**src/design/adc_cfg_pkg.sv**
```systemverilog
package adc_cfg_pkg;

  // Two-wire control port target address, arbitrary neutral value
  localparam logic [6:0] DEV_ADDR_DEFAULT = 7'h2A;

  // Register offsets and reset value
  localparam logic [7:0] BIAS_FULLSCALE_CONFIG_OFS = 8'h3B;
  localparam logic [7:0] CHAN1_INPUT_CONFIG_OFS = 8'h3C;
  localparam logic [7:0] CHAN1_GAIN_CONFIG_OFS = 8'h3D;
  localparam logic [7:0] REG_RESET_VAL = 8'h00;
  localparam logic [7:0] UNMAPPED_READ_VAL = 8'h00;

  // Bias source codes
  localparam logic [2:0] BIAS_VREF = 3'h0;
  localparam logic [2:0] BIAS_VREF_X1096 = 3'h1;
  localparam logic [2:0] BIAS_CM_NEG1 = 3'h2;
  localparam logic [2:0] BIAS_CM_NEG2 = 3'h3;
  localparam logic [2:0] BIAS_CM_AVG = 3'h4;
  localparam logic [2:0] BIAS_CM_CRUDE = 3'h5;
  localparam logic [2:0] BIAS_SUPPLY = 3'h6;
  localparam logic [2:0] BIAS_GENERAL_INPUT_TWO = 3'h7;

  // Common-mode source encoding on the output
  localparam logic [1:0] CM_NONE = 2'h0;
  localparam logic [1:0] CM_NEG1 = 2'h1;
  localparam logic [1:0] CM_NEG2 = 2'h2;
  localparam logic [1:0] CM_AVG = 2'h3;

  // Full-scale codes
  localparam logic [1:0] FS_2V750 = 2'h0;
  localparam logic [1:0] FS_2V500 = 2'h1;
  localparam logic [1:0] FS_1V375 = 2'h2;
  localparam logic [1:0] FS_RESERVED = 2'h3;

  // Channel source and impedance codes
  localparam logic [1:0] SRC_ANALOG_DIFF = 2'h0;
  localparam logic [1:0] SRC_ANALOG_SE = 2'h1;
  localparam logic [1:0] SRC_PULSE_MIC = 2'h2;
  localparam logic [1:0] IMP_2K5 = 2'h0;
  localparam logic [1:0] IMP_10K = 2'h1;
  localparam logic [1:0] IMP_20K = 2'h2;

  // Highest legal gain code, 42 dB
  localparam logic [6:0] GAIN_MAX_CODE = 7'h54;

  // Serial byte framing
  localparam logic [3:0] BITS_PER_BYTE = 4'h8;
  localparam logic [3:0] LAST_READ_BIT = 4'h7;

  typedef struct packed {
    logic rsv7;
    logic [2:0] bias_source_select;
    logic [1:0] rsv32;
    logic [1:0] full_scale_select;
  } bias_cfg_t;

  typedef struct packed {
    logic chan1_input_type;
    logic [1:0] chan1_source_select;
    logic chan1_coupling;
    logic [1:0] chan1_impedance;
    logic rsv1;
    logic chan1_range_enhance_enable;
  } chan1_cfg0_t;

  typedef struct packed {
    logic [6:0] chan1_gain_field;
    logic chan1_gain_polarity;
  } chan1_cfg1_t;

  typedef enum logic [2:0] {
    ST_IDLE,
    ST_ADDR,
    ST_ACK_ADDR,
    ST_WR_BYTE,
    ST_ACK_WR,
    ST_RD_BYTE,
    ST_ACK_RD
  } port_state_t;

endpackage : adc_cfg_pkg

```
**src/design/adc_bias_channel_config_regs.sv**
```systemverilog
`timescale 1ns/1ps
// Functional notes
// - Bias register at 0x3B, reset zero, bias bits 6-4, full-scale bits 1-0.
// - Bias codes pick reference, 1.096x reference, common mode, supply, or general input two.
// - Codes 2,3,4 take common mode from negative input 1, 2, or their average.
// - Full-scale codes give 2.75, 2.5, 1.375 V; code 3 reserved.
// - Reserved bits read zero; host writes only zero there.
// - Input register at 0x3C, reset zero; bit 7 picks microphone or line.
// - Source bits 6-5: differential, single-ended, pulse microphone; code 3 reserved.
// - Bit 4 picks AC or DC coupling, analog inputs only.
// - Impedance bits 3-2: 2.5k, 10k, 20k; code 3 reserved.
// - Bit 0 enables enhancer, gain control or compressor chosen by register 108 bit 3.
// - Gain register at 0x3D, reset zero, gain bits 7-1, sign bit 0.
// - Gain in 0.5 dB steps to code 84; codes 85-127 reserved.
// - Sign bit gives negative gain, only with 10k or 20k impedance.
module adc_bias_channel_config_regs
  import adc_cfg_pkg::*;
#(
  parameter logic [6:0] DEV_ADDR = DEV_ADDR_DEFAULT
) (
  // Clock and reset
  input wire logic clk_i,
  input wire logic rst_i,
  // Two-wire control port, open drain data
  input wire logic scl_i,
  input wire logic sda_i,
  output logic sda_o,
  output logic sda_oe_o,
  // Selector from register 108 bit 3
  input wire logic page0_reg108_sel_i,
  // Bias and full-scale controls
  output logic [2:0] bias_source_select_o,
  output logic [1:0] common_mode_level_src_o,
  output logic general_input_two_mode_o,
  output logic [1:0] full_scale_select_o,
  // Channel 1 controls
  output logic chan1_input_type_o,
  output logic [1:0] chan1_source_select_o,
  output logic chan1_coupling_o,
  output logic [1:0] chan1_impedance_o,
  output logic range_enhancer_en_o,
  output logic auto_gain_control_en_o,
  output logic [6:0] chan1_gain_field_o,
  output logic chan1_gain_negative_o
);
  logic scl_s;
  logic sda_s;
  logic scl_q_r;
  logic sda_q_r;
  port_state_t state_r, state_nxt;
  logic [3:0] cnt_r, cnt_nxt;
  logic [7:0] shift_r, shift_nxt;
  logic [7:0] tx_r, tx_nxt;
  logic [7:0] ptr_r, ptr_nxt;
  logic rw_r, rw_nxt;
  logic first_r, first_nxt;
  logic nack_r, nack_nxt;
  bias_cfg_t bias_r, bias_nxt;
  chan1_cfg0_t cfg0_r, cfg0_nxt;
  chan1_cfg1_t cfg1_r, cfg1_nxt;
  logic scl_rise;
  logic scl_fall;
  logic start_det;
  logic stop_det;
  logic wr_en;
  logic [7:0] rd_data;

  // Pins are asynchronous to clk_i
  sync_2ff #(.RESET_VAL(1'b1)) u_sync_scl (.clk_i(clk_i), .rst_i(rst_i), .async_i(scl_i), .sync_o(scl_s));
  sync_2ff #(.RESET_VAL(1'b1)) u_sync_sda (.clk_i(clk_i), .rst_i(rst_i), .async_i(sda_i), .sync_o(sda_s));

  // Edge and framing detection on synchronised pins
  assign scl_rise = scl_s & ~scl_q_r;
  assign scl_fall = ~scl_s & scl_q_r;
  assign start_det = scl_s & scl_q_r & sda_q_r & ~sda_s;
  assign stop_det = scl_s & scl_q_r & ~sda_q_r & sda_s;

  // Read mux; reserved bits are held zero in storage
  always_comb begin
    case (ptr_r)
      BIAS_FULLSCALE_CONFIG_OFS: rd_data = bias_r;
      CHAN1_INPUT_CONFIG_OFS: rd_data = cfg0_r;
      CHAN1_GAIN_CONFIG_OFS: rd_data = cfg1_r;
      default: rd_data = UNMAPPED_READ_VAL;
    endcase
  end

  // Data byte completes on the falling clock after its eighth bit
  assign wr_en = (state_r == ST_WR_BYTE) && scl_fall && (cnt_r == BITS_PER_BYTE) && !first_r;

  // Port sequencer and register next state
  always_comb begin
    state_nxt = state_r;
    cnt_nxt = cnt_r;
    shift_nxt = shift_r;
    tx_nxt = tx_r;
    ptr_nxt = ptr_r;
    rw_nxt = rw_r;
    first_nxt = first_r;
    nack_nxt = nack_r;
    bias_nxt = bias_r;
    cfg0_nxt = cfg0_r;
    cfg1_nxt = cfg1_r;
    case (state_r)
      ST_ADDR, ST_WR_BYTE: begin
        if (scl_rise) begin
          shift_nxt = {shift_r[6:0], sda_s};
          cnt_nxt = cnt_r + 4'h1;
        end else if (scl_fall && cnt_r == BITS_PER_BYTE) begin
          cnt_nxt = '0;
          if (state_r == ST_ADDR) begin
            rw_nxt = shift_r[0];
            state_nxt = (shift_r[7:1] == DEV_ADDR) ? ST_ACK_ADDR : ST_IDLE;
          end else begin
            state_nxt = ST_ACK_WR;
            if (first_r) begin
              ptr_nxt = shift_r;
              first_nxt = 1'b0;
            end else begin
              ptr_nxt = ptr_r + 8'h01;
            end
          end
        end
      end
      ST_ACK_ADDR: begin
        if (scl_fall) begin
          if (rw_r) begin
            tx_nxt = rd_data;
            ptr_nxt = ptr_r + 8'h01;
            state_nxt = ST_RD_BYTE;
          end else begin
            first_nxt = 1'b1;
            state_nxt = ST_WR_BYTE;
          end
        end
      end
      ST_ACK_WR: begin
        if (scl_fall) begin
          state_nxt = ST_WR_BYTE;
        end
      end
      ST_RD_BYTE: begin
        if (scl_fall) begin
          if (cnt_r == LAST_READ_BIT) begin
            cnt_nxt = '0;
            state_nxt = ST_ACK_RD;
          end else begin
            cnt_nxt = cnt_r + 4'h1;
            tx_nxt = {tx_r[6:0], 1'b0};
          end
        end
      end
      ST_ACK_RD: begin
        if (scl_rise) begin
          nack_nxt = sda_s;
        end else if (scl_fall) begin
          if (nack_r) begin
            state_nxt = ST_IDLE;
          end else begin
            tx_nxt = rd_data;
            ptr_nxt = ptr_r + 8'h01;
            state_nxt = ST_RD_BYTE;
          end
        end
      end
      ST_IDLE: begin
        cnt_nxt = '0;
      end
      default: begin
        state_nxt = ST_IDLE;
      end
    endcase
    if (wr_en) begin
      case (ptr_r)
        BIAS_FULLSCALE_CONFIG_OFS: begin
          bias_nxt.bias_source_select = shift_r[6:4];
          bias_nxt.full_scale_select = shift_r[1:0];
        end
        CHAN1_INPUT_CONFIG_OFS: begin
          cfg0_nxt.chan1_input_type = shift_r[7];
          cfg0_nxt.chan1_source_select = shift_r[6:5];
          cfg0_nxt.chan1_coupling = shift_r[4];
          cfg0_nxt.chan1_impedance = shift_r[3:2];
          cfg0_nxt.chan1_range_enhance_enable = shift_r[0];
        end
        // gain stored as written, legal range up to the host
        CHAN1_GAIN_CONFIG_OFS: begin
          cfg1_nxt = shift_r;
        end
        default: begin
          bias_nxt = bias_r;
        end
      endcase
    end
    bias_nxt.rsv7 = 1'b0;
    bias_nxt.rsv32 = 2'h0;
    cfg0_nxt.rsv1 = 1'b0;
    // Start restarts framing from any state, stop ends it
    if (start_det) begin
      state_nxt = ST_ADDR;
      cnt_nxt = '0;
    end else if (stop_det) begin
      state_nxt = ST_IDLE;
    end
  end

  // Register all state
  always_ff @(posedge clk_i) begin
    if (rst_i) begin
      scl_q_r <= 1'b1;
      sda_q_r <= 1'b1;
      state_r <= ST_IDLE;
      cnt_r <= '0;
      shift_r <= '0;
      tx_r <= '0;
      ptr_r <= '0;
      rw_r <= 1'b0;
      first_r <= 1'b0;
      nack_r <= 1'b0;
      bias_r <= REG_RESET_VAL;
      cfg0_r <= REG_RESET_VAL;
      cfg1_r <= REG_RESET_VAL;
    end else begin
      scl_q_r <= scl_s;
      sda_q_r <= sda_s;
      state_r <= state_nxt;
      cnt_r <= cnt_nxt;
      shift_r <= shift_nxt;
      tx_r <= tx_nxt;
      ptr_r <= ptr_nxt;
      rw_r <= rw_nxt;
      first_r <= first_nxt;
      nack_r <= nack_nxt;
      bias_r <= bias_nxt;
      cfg0_r <= cfg0_nxt;
      cfg1_r <= cfg1_nxt;
    end
  end

  // Open drain: pull low to acknowledge or send a zero
  assign sda_o = 1'b0;
  assign sda_oe_o = (state_r == ST_ACK_ADDR) || (state_r == ST_ACK_WR) || ((state_r == ST_RD_BYTE) && !tx_r[7]);

  assign bias_source_select_o = bias_r.bias_source_select;
  assign general_input_two_mode_o = (bias_r.bias_source_select == BIAS_GENERAL_INPUT_TWO);
  always_comb begin
    case (bias_r.bias_source_select)
      BIAS_CM_NEG1: common_mode_level_src_o = CM_NEG1;
      BIAS_CM_NEG2: common_mode_level_src_o = CM_NEG2;
      BIAS_CM_AVG: common_mode_level_src_o = CM_AVG;
      default: common_mode_level_src_o = CM_NONE;
    endcase
  end
  // full-scale code passed through, code 3 unused
  assign full_scale_select_o = bias_r.full_scale_select;
  assign chan1_input_type_o = cfg0_r.chan1_input_type;
  assign chan1_source_select_o = cfg0_r.chan1_source_select;
  // coupling only meaningful for analog sources
  assign chan1_coupling_o = cfg0_r.chan1_coupling && (cfg0_r.chan1_source_select != SRC_PULSE_MIC);
  assign chan1_impedance_o = cfg0_r.chan1_impedance;
  // enable steered by register 108 selector
  assign range_enhancer_en_o = cfg0_r.chan1_range_enhance_enable && !page0_reg108_sel_i;
  assign auto_gain_control_en_o = cfg0_r.chan1_range_enhance_enable && page0_reg108_sel_i;
  assign chan1_gain_field_o = cfg1_r.chan1_gain_field;
  // negative gain honoured only at 10k or 20k
  assign chan1_gain_negative_o = cfg1_r.chan1_gain_polarity &&
    ((cfg0_r.chan1_impedance == IMP_10K) || (cfg0_r.chan1_impedance == IMP_20K));
endmodule : adc_bias_channel_config_regs

```
**src/design/sync_2ff.sv**
```systemverilog
`timescale 1ns/1ps
module sync_2ff #(
  parameter logic RESET_VAL = 1'b1
) (
  // Clock and reset
  input wire logic clk_i,
  input wire logic rst_i,
  // Asynchronous level in, synchronised level out
  input wire logic async_i,
  output logic sync_o
);
  logic meta_r;
  logic meta_nxt;
  logic sync_nxt;

  // Stage one feeds only stage two
  always_comb begin
    meta_nxt = async_i;
    sync_nxt = meta_r;
  end

  always_ff @(posedge clk_i) begin
    if (rst_i) begin
      meta_r <= RESET_VAL;
      sync_o <= RESET_VAL;
    end else begin
      meta_r <= meta_nxt;
      sync_o <= sync_nxt;
    end
  end
endmodule : sync_2ff

```
**config.mk**
```make
export PLATFORM = sky130hd
export DESIGN_NAME = adc_bias_channel_config_regs
export DESIGN_NICKNAME = d
export VERILOG_FILES = /design/src/design/adc_cfg_pkg.sv /design/src/design/adc_bias_channel_config_regs.sv /design/src/design/sync_2ff.sv
export SDC_FILE = /design/constraint.sdc
export NUM_CORES = 1
export LEC_CHECK = 0
export BUFFER_PORTS_ARGS = -buffer_cell sky130_fd_sc_hd__buf_2
export CAP_MARGIN = 20
export CORE_ASPECT_RATIO = 0.7
export CORE_MARGIN = 2
export CORE_UTILIZATION = 45
export CTS_CLUSTER_DIAMETER = 150
export DETAILED_ROUTE_END_ITERATION = 10
export SYNTH_ARGS = -nofsm -noshare
export SYNTH_HDL_FRONTEND = slang
export SYNTH_SLANG_ARGS = --single-unit
```
**constraint.sdc**
```tcl
create_clock -name clk_i -period 5.1 [get_ports clk_i]
set_input_delay 0.255 -clock clk_i [delete_from_list [all_inputs] [get_ports clk_i]]
set_output_delay 0.255 -clock clk_i [all_outputs]
set_load 0.02 [all_outputs]
```
==> results.json <==
{
  "status": "finished clean",
  "maxCapViolCount": 0,
  "fill_cells": 715,
  "min_period_ns": 2.12,
  "start_util": 0.457,
  "setup_slack_ns": 2.98,
  "report.final.slew_viol_count": 0,
  "wl_um": 7700,
  "crit_family": "simple AND/OR/NAND/NOR gates",
  "setup_viol": 0,
  "hold_path_class": "in2reg",
  "final_cell_mix": "dfxtp_1 (60), nand2_1 (49), nor2_1 (38)",
  "synth_edf_count": 0,
  "peakVddDrop_mv": 0.140,
  "grt_antenna_before_repair": 0,
  "detail-route-antenna-nets": 0,
  "gr-total-overflow": 0,
  "num_rows": 26,
  "ctsHoldBuffers": 0,
  "async_reset_ff_frac": 0,
  "cts_max_level": 3,
  "rsz0062_at_grt": "false",
  "fp.dieH_um": 75.5,
  "netlist_instances": 395,
  "io_pins": 31,
  "net-switching-power_w": 0.000210,
  "drtPass1Iterations": 4,
  "crit_path_start_kind": "flop",
  "clkLatencyLatePin_ns": 0.34,
  "vias": 2814,
  "crit_arrival_ns": 2.34,
  "clkTransAtPathRegs_ns": 0.07,
  "drt_iter0_markers": 162,
  "drc": 0,
  "cts_buffers": 9,
  "dieArea_um2": 8010,
  "path_buf_inv": 0,
  "port_buffers": 29,
  "p_int_w": 0.000720,
  "cp_cell_sequence": "nand2b_1 > nor4_4 > and4_1 > mux2i_1 > nor2_1",
  "drive_above_1_share": 0.160,
  "finalClockSkew_ns": 0.00938,
  "power.share.combinational": 0.029,
  "min_from": "scl_i",
  "final_core_util": 0.497,
  "core-area_um2": 7190,
  "area_growth_pct": 8.60,
  "cts_setup_buffers": 0,
  "p_leak_nw": 1.39,
  "slowest_stage": "dfxtp_1",
  "dp_slack_ns": 2.97,
  "slowest_delay_ns": 0.65,
  "yosysSeqAreaShare": 0.365,
  "cts.root.buffer_cell": "clkbuf_8",
  "cts_tree": "done",
  "ys_seq_elements": 60,
  "hold_viol_final": 0,
  "period_share": 0.416,
  "p_seq_frac": 0.509,
  "worstPathRequired_ns": 5.32,
  "cp_max_fo": 19,
  "startpoint": "state_r[0]",
  "first_global_vias": 2386,
  "viasPerCell": 5.59,
  "power_density_nw_per_um2": 261,
  "crit_type": "reg2reg",
  "hpwl_um": 5450,
  "yosysWarnings": 0,
  "n_antenna_cell": 0,
  "synth_fp_nets": 405,
  "timing.rr.start": "state_r[0]",
  "wl_per_cell_um": 15.3,
  "ys.flop_type": "dfxtp_1",
  "p_clk_frac": 0.462,
  "ctsResizeCount": 0,
  "slew_headroom": 0.598,
  "synth_area_um2": 3290,
  "setup_tns_ns": 0,
  "end_kind": "flop",
  "tightest_slew_ns": 0.603,
  "final_common_cell": "dfxtp_1",
  "netSwitchingFraction": 0.226,
  "cts_buffer_depth": 2,
  "gp_congestion": 0.814,
  "die_w_um": 106,
  "nNetsFinal": 410,
  "grt_use_total": 0.201,
  "grt_pass1_wl_um": 12300,
  "max_freq_mhz": 472,
  "clkSinkCount": 60,
  "syn_avg_cell_area_um2": 8.32,
  "yosysUniqueCellTypes": 64,
  "grt_max_degree": 62
}
[through the flow]
step	hold WS, ns	total power [W]	instances	cell area [um^2]
final	0.0889	0.000931	503	3570
after global placement	0.392	0.000509	486	3350
after floorplan	0.359	0.000504	395	3290
after detailed placement	0.397	0.000509	486	3350
after CTS	0.0727	0.000944	502	3550
after global routing	0.0757	0.000967	503	3570
[layer usage]
layer / wire length (um) / share of wire / vias up / GRT usage
met5: 0 / 0 / - / 0
met4: 59 / 0.0077 / 0 / 0.0658
met3: 373 / 0.048 / 5 / 0.0496
met2: 3220 / 0.42 / 68 / 0.288
met1: 4050 / 0.53 / 1343 / 0.294
li1: - / - / 1398 / -
[synthesized netlist by cell type (2+ instances only)]
cell type / count / area share
o21a_1: 2 / 0.0046
o21ai_0: 9 / 0.014
o32ai_1: 3 / 0.0080
nand3b_1: 7 / 0.016
nand3_1: 10 / 0.015
or2_2: 8 / 0.015
nor3b_2: 2 / 0.0076
ha_1: 5 / 0.019
a22o_1: 8 / 0.021
o21ai_1: 2 / 0.0030
nand4_2: 2 / 0.0076
a211oi_1: 11 / 0.025
inv_1: 8 / 0.0091
nor3_1: 5 / 0.0076
and4_1: 2 / 0.0053
mux2i_1: 24 / 0.073
buf_2: 4 / 0.0061
nand2_1: 49 / 0.056
and2_1: 7 / 0.013
dfxtp_1: 60 / 0.37
o31a_1: 2 / 0.0053
a21oi_1: 35 / 0.053
a31oi_1: 3 / 0.0057
a22oi_1: 3 / 0.0069
nor2_1: 38 / 0.043
nor4bb_1: 2 / 0.0061
nor4_1: 2 / 0.0038
buf_4: 16 / 0.037
nand2b_1: 13 / 0.025
nor2b_1: 6 / 0.011
clkbuf_1: 14 / 0.016
[final timing paths]
kind	endpoint	slack, ns	depth (start not counted)
hold reg to reg	u_sync_scl.sync_o	0.41	1
setup reg to reg	bias_source_select_o[2]	2.98	5
setup / recovery	bias_source_select_o[2]	2.98	5
hold / removal	u_sync_scl.meta_r	0.09	2
[sequential cells by signal, summed over array words and instances (netlist names), 2 cells and up]
register / count
ptr_r: 8
shift_r: 8
tx_r: 8
chan1_gain_field_o: 7
cnt_r: 4
bias_source_select_o: 3
state_r: 3
cfg0_r: 2
chan1_impedance_o: 2
chan1_source_select_o: 2
full_scale_select_o: 2
[logic make-up after synthesis]
logic type      after synthesis  share of synthesized area
fa+ha+maj                     5                     0.0190
xor+xnor                      2                    0.00533
buf+inv                      44                     0.0723
other cells                   1                    0.00114
flops                        60                      0.365
compound gates               96                      0.199
mux                          25                     0.0765
simple gates                162                      0.261
[worst register-to-register path, cell delays in order (launching register included)]
cell	delay, ns
dfxtp_1	0.65
nand2b_1	0.22
nor4_4	0.39
and4_1	0.46
mux2i_1	0.23
nor2_1	0.05
[cell type report]
class / instances / area [um^2] / area share
Sequential cell: 60 / 1200 / 0.336
Inverter: 8 / 30.0 / 0.00841
Multi-Input combinational cell: 291 / 1850 / 0.518
Timing Repair Buffer: 30 / 165 / 0.0463
Clock buffer: 11 / 141 / 0.0396
Clock inverter: 5 / 61.3 / 0.0172
Tap cell: 98 / 123 / 0.0343
[power groups by stage]
stage          clock network (W)  registers, W  logic [W]
2_1_floorplan                  0      0.000483  0.0000208
3_3_place_gp                   0      0.000484  0.0000247
3_5_place_dp                   0      0.000484  0.0000248
4_1_cts                 0.000445      0.000474  0.0000248
5_1_grt                 0.000464      0.000474  0.0000294
6_report                0.000430      0.000474  0.0000268
Power figures use the tool's default switching activity.
